**config.mk**
```make
export PLATFORM = sky130hd
export DESIGN_NAME = smt_master
export DESIGN_NICKNAME = d
export VERILOG_FILES = /design/src/hdl/smt_pkg.sv /design/src/hdl/smt_master.sv
export SDC_FILE = /design/constraint.sdc
export NUM_CORES = 1
export LEC_CHECK = 0
export ABC_CLOCK_PERIOD_IN_PS = 2900
export BUFFER_PORTS_ARGS = -buffer_cell sky130_fd_sc_hd__buf_2
export CORE_MARGIN = 2
export CORE_UTILIZATION = 44
export CTS_CLUSTER_SIZE = 28
export DETAILED_ROUTE_END_ITERATION = 10
export PLACE_DENSITY_LB_ADDON = 0.25
export SETUP_SLACK_MARGIN = 0.15
export SYNTH_ARGS = -nofsm -noshare
export SYNTH_HDL_FRONTEND = slang
export SYNTH_SLANG_ARGS = --single-unit
```
**constraint.sdc**
```tcl
create_clock -name mclk -period 2.9 [get_ports mclk]
set_input_delay 0.145 -clock mclk [delete_from_list [all_inputs] [get_ports mclk]]
set_output_delay 0.145 -clock mclk [all_outputs]
set_load 0.05 [all_outputs]
```
**src/hdl/smt_pkg.sv**
```systemverilog
/*
 * Package for the SPI master transfer control block: widths, mode
 * codes, clock source codes and a control carrier struct.
 * Assumes a single mclk domain; no register bus.
 */
package smt_pkg;
  // -----------------------------------------------------------------
  // Widths and depths
  // -----------------------------------------------------------------
  localparam int DATA_W = 8;
  localparam int CNT_W = 16;
  localparam int BAUD_W = 8;
  localparam int FIFO_DEPTH = 2;
  localparam int FIFO_AW = 1;
  localparam int SRC_N = 8;
  localparam int SRC_W = 3;
  // Bit index of the msb within a word
  localparam logic [2:0] MSB_IDX = 3'h7;
  localparam logic [3:0] BITS_PER_WORD = 4'h8;

  // -----------------------------------------------------------------
  // Clock source codes
  // -----------------------------------------------------------------
  localparam logic [SRC_W-1:0] SRC_SYS_OSC = 3'h0;
  localparam logic [SRC_W-1:0] SRC_HF_OSC = 3'h1;
  localparam logic [SRC_W-1:0] SRC_REF_CLK = 3'h2;
  localparam logic [SRC_W-1:0] SRC_TMR_OVF = 3'h3;
  localparam logic [SRC_W-1:0] SRC_TMR_PS_A = 3'h4;
  localparam logic [SRC_W-1:0] SRC_TMR_PS_B = 3'h5;
  localparam logic [SRC_W-1:0] SRC_TMR_PS_C = 3'h6;
  localparam logic [SRC_W-1:0] SRC_TMR_MATCH = 3'h7;

  // -----------------------------------------------------------------
  // Reset values and carriers
  // -----------------------------------------------------------------
  localparam logic [CNT_W-1:0] CNT_RESET = 16'h0000;
  localparam logic [CNT_W-1:0] CNT_ONE = 16'h0001;
  localparam logic [BAUD_W-1:0] BAUD_RESET = 8'h00;

  typedef enum logic [1:0] {
    SMT_OFF, SMT_TX_ONLY, SMT_RX_ONLY, SMT_DUPLEX
  } smt_mode_e;

  typedef struct packed {
    logic tx_enable_ctl;
    logic rx_enable_ctl;
    logic counter_mode_ctl;
    logic sel_force_ctl;
    logic sel_polarity_ctl;
    logic sel_hw_ctl;
    logic clk_polarity_ctl;
    logic clk_phase_ctl;
    logic sample_point_ctl;
    logic fast_start_ctl;
    logic bit_order_ctl;
    logic master_en;
  } smt_ctl_s;
endpackage

```
**src/hdl/smt_master.sv**
```systemverilog
/*
 * SPI master transfer control: tx-only, rx-only, duplex and off modes, a
 * transfer counter, two small FIFOs, slave-select, clock source and
 * baud division, phase/polarity/sample, and start-up delay.
 * Assumes software honours the shift-empty flag before mode changes
 * and that clock sources are pins sampled in mclk.
 */
`timescale 1ns/100ps
module smt_master #(
  parameter int DEPTH = smt_pkg::FIFO_DEPTH
) (
  // Clock and reset
  input wire logic mclk,
  input wire logic reset_n,
  // Controls
  input wire smt_pkg::smt_ctl_s ctl,
  input wire logic [smt_pkg::SRC_W-1:0] clk_source_sel,
  input wire logic [smt_pkg::BAUD_W-1:0] baud_divisor,
  input wire logic [smt_pkg::SRC_N-1:0] clk_sources,
  // Transfer count port
  input wire logic [smt_pkg::CNT_W-1:0] xfer_count_wdata,
  input wire logic xfer_count_low_wr,
  output logic [smt_pkg::CNT_W-1:0] xfer_count,
  // Tx buffer port
  input wire logic [smt_pkg::DATA_W-1:0] tx_buffer_port,
  input wire logic tx_valid,
  output logic tx_ready,
  // Rx buffer port
  output logic [smt_pkg::DATA_W-1:0] rx_buffer_port,
  output logic rx_valid,
  input wire logic rx_ready,
  // Status
  output logic shift_empty_flag,
  output logic count_zero_flag,
  input wire logic count_zero_clr,
  // SPI pins
  output logic sck_out,
  output logic sdo_out,
  input wire logic sdi_in,
  output logic sel_out,
  output logic sel_oe
);
  import smt_pkg::*;

  // ---------------------------------------------------------------
  // Pin synchronisers (three flops, accept when last two agree)
  // ---------------------------------------------------------------
  logic [SRC_N-1:0] src_s1_r, src_s2_r, src_s3_r, src_r;
  logic [2:0] sdi_sync_r;
  logic sdi_r;
  always_ff @(posedge mclk) begin
    if (!reset_n) begin
      src_s1_r <= '0;
      src_s2_r <= '0;
      src_s3_r <= '0;
      src_r <= '0;
      sdi_sync_r <= '0;
      sdi_r <= 1'b0;
    end else begin
      src_s1_r <= clk_sources;
      src_s2_r <= src_s1_r;
      src_s3_r <= src_s2_r;
      src_r <= (src_s2_r & src_s3_r) | (src_r & (src_s2_r | src_s3_r));
      sdi_sync_r <= {sdi_sync_r[1:0], sdi_in};
      if (sdi_sync_r[1] == sdi_sync_r[2])
        sdi_r <= sdi_sync_r[2];
    end
  end

  // ---------------------------------------------------------------
  // Selected clock tick and baud divider
  // ---------------------------------------------------------------
  logic sel_clk_prev_r;
  logic src_tick;
  logic [BAUD_W-1:0] baud_cnt_r;
  logic half_tick;
  always_ff @(posedge mclk) begin
    if (!reset_n)
      sel_clk_prev_r <= 1'b0;
    else
      sel_clk_prev_r <= src_r[clk_source_sel];
  end
  assign src_tick = src_r[clk_source_sel] & ~sel_clk_prev_r;
  // Half an SCK period is divisor+1 source ticks
  assign half_tick = src_tick && (baud_cnt_r == baud_divisor);

  // ---------------------------------------------------------------
  // FIFOs
  // ---------------------------------------------------------------
  logic [DATA_W-1:0] txq [DEPTH];
  logic [DATA_W-1:0] rxq [DEPTH];
  logic [FIFO_AW:0] tx_wp_r, tx_rp_r, rx_wp_r, rx_rp_r;
  logic tx_empty, rx_full, tx_push, tx_pop, rx_push;
  assign tx_empty = tx_wp_r == tx_rp_r;
  assign tx_ready = (tx_wp_r - tx_rp_r) != (FIFO_AW+1)'(DEPTH);
  assign tx_push = tx_valid && tx_ready;
  assign rx_full = (rx_wp_r - rx_rp_r) == (FIFO_AW+1)'(DEPTH);
  assign rx_valid = rx_wp_r != rx_rp_r;
  assign rx_buffer_port = rxq[rx_rp_r[FIFO_AW-1:0]];

  // ---------------------------------------------------------------
  // Mode decode and transfer gating
  // ---------------------------------------------------------------
  smt_mode_e mode;
  logic cnt_nz, go;
  always_comb begin
    unique case ({ctl.tx_enable_ctl, ctl.rx_enable_ctl})
      2'b10: mode = SMT_TX_ONLY;
      2'b01: mode = SMT_RX_ONLY;
      2'b11: mode = SMT_DUPLEX;
      2'b00: mode = SMT_OFF;
    endcase
  end
  assign cnt_nz = xfer_count != CNT_RESET;
  always_comb begin
    go = 1'b0;
    unique case (mode)
      // Mode 1 ignores count for tx-only and duplex; mode 0 and rx-only need written nonzero count
      SMT_TX_ONLY: go = !tx_empty &&
        (ctl.counter_mode_ctl || cnt_nz);
      SMT_RX_ONLY: go = !rx_full && cnt_nz;
      SMT_DUPLEX: go = !tx_empty && !rx_full &&
        (ctl.counter_mode_ctl || cnt_nz);
      SMT_OFF: go = 1'b0;
    endcase
    go = go && ctl.master_en;
  end

  // ---------------------------------------------------------------
  // Shift engine
  // ---------------------------------------------------------------
  typedef enum logic [2:0] {
    ST_IDLE, ST_SYNC, ST_DELAY, ST_LEAD, ST_TRAIL, ST_TAIL
  } smt_state_e;
  smt_state_e state_r;
  logic [DATA_W-1:0] shreg_r, last_rx_r;
  logic [3:0] bit_cnt_r;
  logic sync_cnt_r, tail_cnt_r, sck_act_r, sdo_r, done;
  logic rx_bit_r, shift_in;
  logic [DATA_W-1:0] tx_word, shreg_nxt;
  // Rx-only resends the head or the last received word
  assign tx_word = tx_empty ? last_rx_r : txq[tx_rp_r[FIFO_AW-1:0]];
  // Trail sampling reads the pin at the shift edge; lead uses the held bit
  assign shift_in = ctl.sample_point_ctl ? sdi_r : rx_bit_r;
  // Stores take the shifted word so the last bit is not lost
  assign shreg_nxt = ctl.bit_order_ctl ? {shift_in, shreg_r[DATA_W-1:1]}
                                       : {shreg_r[DATA_W-2:0], shift_in};
  assign done = (state_r == ST_TRAIL) && half_tick &&
                (bit_cnt_r == BITS_PER_WORD);
  assign tx_pop = (state_r == ST_SYNC) && half_tick && sync_cnt_r &&
                  (mode != SMT_RX_ONLY) && !tx_empty;
  assign rx_push = done && mode != SMT_TX_ONLY && !rx_full;
  assign shift_empty_flag = state_r == ST_IDLE;

  always_ff @(posedge mclk) begin
    if (!reset_n) begin
      state_r <= ST_IDLE;
      bit_cnt_r <= 4'h0;
      sync_cnt_r <= 1'b0;
      tail_cnt_r <= 1'b0;
      sck_act_r <= 1'b0;
      shreg_r <= '0;
      baud_cnt_r <= BAUD_RESET;
    end else begin
      if (src_tick)
        baud_cnt_r <= half_tick ? BAUD_RESET : baud_cnt_r + 8'h01;
      unique case (state_r)
        ST_IDLE: if (go) begin
          state_r <= ST_SYNC;
          sync_cnt_r <= 1'b0;
        end
        // Two baud half-ticks (divisor+1 selected-clock ticks each) to align the trigger
        ST_SYNC: if (half_tick) begin
          sync_cnt_r <= 1'b1;
          if (sync_cnt_r) begin
            shreg_r <= tx_word;
            bit_cnt_r <= 4'h0;
            state_r <= ctl.fast_start_ctl ? ST_LEAD : ST_DELAY;
          end
        end
        ST_DELAY: if (half_tick) state_r <= ST_LEAD;
        ST_LEAD: if (half_tick) begin
          sck_act_r <= 1'b1;
          state_r <= ST_TRAIL;
          bit_cnt_r <= bit_cnt_r + 4'h1;
        end
        ST_TRAIL: if (half_tick) begin
          sck_act_r <= 1'b0;
          shreg_r <= shreg_nxt;
          if (bit_cnt_r != BITS_PER_WORD)
            state_r <= ST_LEAD;
          else begin
            state_r <= ST_TAIL;
            tail_cnt_r <= 1'b0;
          end
        end
        // Gap after a word; longer for phase/sample 0/1
        ST_TAIL: if (half_tick) begin
          tail_cnt_r <= 1'b1;
          if (tail_cnt_r || !(!ctl.clk_phase_ctl && ctl.sample_point_ctl))
            state_r <= ST_IDLE;
        end
        default: state_r <= ST_IDLE;
      endcase
    end
  end

  // Lead-edge sample held until the shift at the trail edge
  always_ff @(posedge mclk) begin
    if (!reset_n)
      rx_bit_r <= 1'b0;
    else if (half_tick && state_r == ST_LEAD)
      rx_bit_r <= sdi_r;
  end

  // SDO: phase set drives before first edge
  logic [DATA_W-1:0] out_word;
  assign out_word = (state_r == ST_SYNC) ? tx_word : shreg_r;
  always_ff @(posedge mclk) begin
    if (!reset_n)
      sdo_r <= 1'b0;
    else if (state_r == ST_IDLE)
      sdo_r <= 1'b0;
    else if (ctl.clk_phase_ctl || sck_act_r || state_r == ST_TRAIL)
      sdo_r <= ctl.bit_order_ctl ? out_word[0]
                                 : out_word[MSB_IDX];
  end
  assign sdo_out = sdo_r;

  always_ff @(posedge mclk) begin
    if (!reset_n)
      sck_out <= 1'b0;
    else
      sck_out <= sck_act_r ^ ctl.clk_polarity_ctl;
  end

  // ---------------------------------------------------------------
  // FIFO pointers and storage
  // ---------------------------------------------------------------
  always_ff @(posedge mclk) begin
    if (!reset_n) begin
      tx_wp_r <= '0;
      tx_rp_r <= '0;
      rx_wp_r <= '0;
      rx_rp_r <= '0;
      last_rx_r <= '0;
    end else begin
      if (tx_push) begin
        txq[tx_wp_r[FIFO_AW-1:0]] <= tx_buffer_port;
        tx_wp_r <= tx_wp_r + 1'b1;
      end
      if (tx_pop) tx_rp_r <= tx_rp_r + 1'b1;
      if (done) last_rx_r <= shreg_nxt;
      if (rx_push) begin
        rxq[rx_wp_r[FIFO_AW-1:0]] <= shreg_nxt;
        rx_wp_r <= rx_wp_r + 1'b1;
      end
      if (rx_valid && rx_ready) rx_rp_r <= rx_rp_r + 1'b1;
    end
  end

  // ---------------------------------------------------------------
  // Transfer counter and zero flag
  // ---------------------------------------------------------------
  always_ff @(posedge mclk) begin
    if (!reset_n)
      xfer_count <= CNT_RESET;
    else if (xfer_count_low_wr)
      xfer_count <= xfer_count_wdata;
    else if (done)
      xfer_count <= xfer_count - CNT_ONE;
  end

  always_ff @(posedge mclk) begin
    if (!reset_n)
      count_zero_flag <= 1'b0;
    else if (done && xfer_count == CNT_ONE)
      count_zero_flag <= 1'b1;
    else if (count_zero_clr)
      count_zero_flag <= 1'b0;
  end

  // ---------------------------------------------------------------
  // Slave select
  // ---------------------------------------------------------------
  logic sel_act_r;
  always_ff @(posedge mclk) begin
    if (!reset_n)
      sel_act_r <= 1'b0;
    else if (xfer_count_low_wr)
      sel_act_r <= xfer_count_wdata != CNT_RESET;
    else if (!cnt_nz && state_r == ST_IDLE)
      sel_act_r <= 1'b0;
  end
  // Output only in master hardware mode; the pin is software's otherwise
  assign sel_oe = ctl.master_en && ctl.sel_hw_ctl;
  assign sel_out = sel_oe &&
    (ctl.sel_force_ctl || sel_act_r) ? !ctl.sel_polarity_ctl
                                     : ctl.sel_polarity_ctl;
endmodule

```
==> flow_metrics.py <==
metrics = {
    "clock_tree": {
        "htreeDepth": 4,
        "cts_tree": "yes",
        "clkLatencyLatePin_ns": 0.41,
        "cts_sinks": 134,
        "cts-root-buf": "clkbuf_16",
        "cts_made_buffers": 17,
        "postCtsSetupBuffers": 0,
        "cts_buffer_depth": 2,
        "clkSlewWorstSetupHoldPaths_ns": 0.06,
    },
    "layout": {
        "drive_gt1_frac": 0.229,
        "nFillCells": 1186,
        "layout.nets": 779,
        "syn_to_final_growth_pct": 22.9,
        "finalNonFillerCells": 901,
    },
    "logic_synthesis": {
        "ys_seq_area_frac": 0.507,
        "synth_async_sr_flop_share": 0,
        "synth-edff-count": 32,
        "syn_inst": 608,
        "ys.flop_type": "dfxtp_1",
        "synthDistinctLibCells": 59,
        "synth_area_per_cell_um2": 9.74,
        "synthesis.nets": 676,
        "syn_area_um2": 5920,
        "ys_ff_latch": 134,
        "yosysWarnings": 0,
    },
    "setup_path": {
        "end_kind": "flip-flop",
        "cp-start-kind": "flip-flop",
        "reg2reg_to": "state_r[1]",
        "rr_worst_depth": 8,
        "critPathRequiredTime_ns": 3.25,
        "crit_family": "simple AND/OR/NAND/NOR gates",
        "cp_num_buf_inv": 1,
        "critPathMaxStageDelay_ns": 0.60,
        "reg2reg_from": "xfer_count[0]",
        "reg2reg_slack_ns": 0.41,
        "path_max_fanout": 5,
        "cp.arrival_ns": 2.84,
        "crit_path_top_delay_cell": "or4b_2",
        "cp_cell_sequence": "inv_1, ha_1, or4b_2, nor4_1, o32ai_1, a31oi_2, or4_1, and4b_1",
        "crit_type": "reg -> reg",
    },
    "timing": {
        "drv_slew": 0,
        "rsz0062_at_grt": "false",
        "hold_viol_final": 0,
        "clock_skew_ns": 0.00783,
        "setup_violations": 0,
        "period_minus_slack_ns": 2.49,
        "final.setup.tns_ns": 0,
        "finalCritPeriodShare": 0.859,
        "relSlewSlack": 0.445,
        "max_freq_mhz": 401,
        "worst_slew_pin_slew_ns": 0.831,
    },
    "drt": {
        "routed_wl_mm": 13.4,
        "drtIter0Drc": 267,
        "postRouteAntennaNets": 0,
        "dr_total_vias": 4830,
        "wl_per_cell_um": 14.8,
        "avgViaCountPerCell": 5.36,
        "routed.top_layer": "met5",
        "drc": 0,
        "met2WireLength_mm": 5.93,
        "wl_met1_mm": 6.42,
        "wl_met3_um": 876,
        "first_pass_iters": 4,
    },
    "grt": {
        "antenna_found_initial": 1,
        "grt_start_max_net_pins": 56,
        "grt_pass1_wl_mm": 22.4,
        "grt_usage": 0.196,
        "grt-ovfl-total": 0,
        "grt_pass1_vias": 4618,
    },
    "run": {
        "max_cap_viol_count": 0,
    },
    "min_path": {
        "hold_depth": 3,
        "hold_end": "count_zero_flag",
        "worstHoldStart": "count_zero_clr",
        "min_path_type": "in -> reg",
    },
    "place": {
        "place_hpwl_mm": 9.41,
        "dp_cells": 849,
        "gp_congestion": 0.856,
        "port_buffers": 93,
    },
    "power": {
        "ir_worst_vdd_uv": 413,
        "fin_total_pwr_uw": 4660,
        "p_leak_uw": 0.00271,
        "power.density_nw_per_um2": 640,
    },
    "floorplanning": {
        "num_io_pins": 94,
        "fp.dieW_um": 120,
        "initial_core_util": 0.449,
        "die-area_um2": 14400,
        "core.rowCount": 42,
        "design.core.area_um2": 13200,
        "die_h_um": 120,
    },
    "outcome": {
        "status": "finished clean",
    },
}
[stage by stage]
step / hold slack (ns) / instance area [um2] / utilization / setup WS [ns]
after floorplan: 0.244 / 5920 / - / 0.401
after global placement: 0.333 / 6530 / 0.495 / 0.526
after detailed placement: 0.338 / 6530 / 0.495 / 0.430
after CTS: 0.00116 / 7280 / 0.552 / 0.412
after global routing: 0.00317 / 7280 / 0.552 / 0.213
final: 0.0184 / 7280 / 0.552 / 0.408
[what timing repair did]
item / CTS / global route
resized for setup: 0 / 1
hold buffers: 19 / 0
hold endpoints to repair: 27 / 0
setup endpoints to repair: 0 / 2
[layout by cell type (no fill, tap or decap), types with 3 or more instances in the layout]
cell type	instances
dfxtp_1	102
buf_2	93
nand2_1	55
nor2_1	49
o21ai_0	37
and2_1	33
edfxtp_1	32
a21oi_1	31
mux2_2	22
dlygate4sd3_1	19
nor3_1	18
clkbuf_16	17
xor2_1	15
or4_1	14
inv_1	12
mux2i_1	12
xnor2_1	11
a31oi_1	11
nor4_1	10
nand3_1	10
buf_4	10
a311oi_1	8
a211oi_1	7
nand4_1	6
and3_1	6
o211ai_1	6
o31ai_1	6
ha_1	6
clkbuf_8	6
nand2b_1	5
nor2b_1	4
o41ai_1	4
clkinv_2	4
nor3b_1	3
nand4b_1	3
[worst max path at each step]
stage / endpoint / start / cells after the start / slack, ns
after floorplan: state_r[1] / xfer_count[0] / 8 / 0.40
after global placement: bit_cnt_r[3] / baud_cnt_r[2] / 7 / 0.53
after detailed placement: bit_cnt_r[2] / baud_cnt_r[3] / 7 / 0.43
after CTS: bit_cnt_r[2] / baud_cnt_r[3] / 7 / 0.41
after global routing: bit_cnt_r[2] / src_r[0] / 6 / 0.21
final: state_r[1] / xfer_count[0] / 8 / 0.41
[worst reg2reg max path: stages (launching register included)]
cell     delay, ns
dfxtp_1       0.36
inv_1         0.12
ha_1          0.15
or4b_2        0.60
nor4_1        0.38
o32ai_1       0.15
a31oi_2       0.31
or4_1         0.17
and4b_1       0.19
[synthesized netlist by cell type (all sizes together) (2+ instances only)]
cell / number / area [um2]
mux2: 22 / 248
o21a: 2 / 15.0
xor2: 15 / 131
dfxtp: 102 / 2040
o31ai: 6 / 45.0
or4: 14 / 105
a31oi: 12 / 81.3
nand3b: 2 / 15.0
nor4: 11 / 83.8
or2: 2 / 12.5
o21ai: 37 / 185
xnor2: 11 / 96.3
a211oi: 7 / 52.6
nand2: 55 / 206
nor3b: 3 / 22.5
nand4b: 3 / 26.3
nor2: 49 / 184
a21oi: 31 / 155
nand3: 11 / 60.1
nand4: 6 / 37.5
nor3: 19 / 106
or3: 3 / 25.0
ha: 6 / 75.1
and3: 6 / 37.5
mux2i: 12 / 120
and2: 35 / 219
inv: 12 / 45.0
nand2b: 5 / 31.3
buf: 10 / 53.8
clkbuf: 28 / 105
o41ai: 4 / 35.0
or4b: 3 / 30.0
o211ai: 6 / 45.0
a311oi: 8 / 70.1
nor4b: 2 / 17.5
nor2b: 4 / 25.0
edfxtp: 32 / 961
[flip-flops by register name, summed over array words and instances (netlist names), 3 cells and up, named ones only]
register and count:
baud_cnt_r 8, bit_cnt_r 4, last_rx_r 8, rxq 16, sdi_sync_r 3, shreg_r 8
src_r 8, src_s1_r 8, src_s2_r 8, src_s3_r 8, state_r 3, txq 16
xfer_count 16
[final cells by class]
cell class                      instances  area, um2  area share
Sequential cell                       134       3000       0.413
Clock buffer                           25        515      0.0708
Inverter                               13       48.8     0.00670
Clock inverter                          7       43.8     0.00602
Timing Repair Buffer                  122        731       0.100
Tap cell                              176        220      0.0303
Antenna cell                            1       2.50    0.000344
Multi-Input combinational cell        423       2720       0.373
[power by group]
| part | internal (uW) | leakage (uW) | switching [uW] | total [uW] |
|---|---|---|---|---|
| registers | 1980 | 0.00110 | 75.0 | 2050 |
| logic | 234 | 0.00134 | 401 | 635 |
| clock network | 1220 | 0.000275 | 749 | 1970 |
| total | 3430 | 0.00271 | 1220 | 4660 |
[kinds of logic (layout without fill, tap and decap cells)]
logic type	after synthesis	in the layout	share of synthesized area
AND/OR/NAND/NOR	236	236	0.215
adder cells (fa/ha/maj)	6	6	0.0127
flip-flops	134	134	0.507
AO/OA/AOI/OAI	120	120	0.126
other	0	1	0
buffers and inverters	51	167	0.0351
XOR/XNOR	26	26	0.0384
multiplexers	35	35	0.0659
[metal layers]
| metal | GRT usage | vias up |
|---|---|---|
| met5 | 0 | - |
| met2 | 0.301 | 148 |
| li1 | - | 2409 |
| met3 | 0.0646 | 11 |
| met1 | 0.262 | 2260 |
| met4 | 0.0610 | 2 |
(Power assumes the default switching activity.)
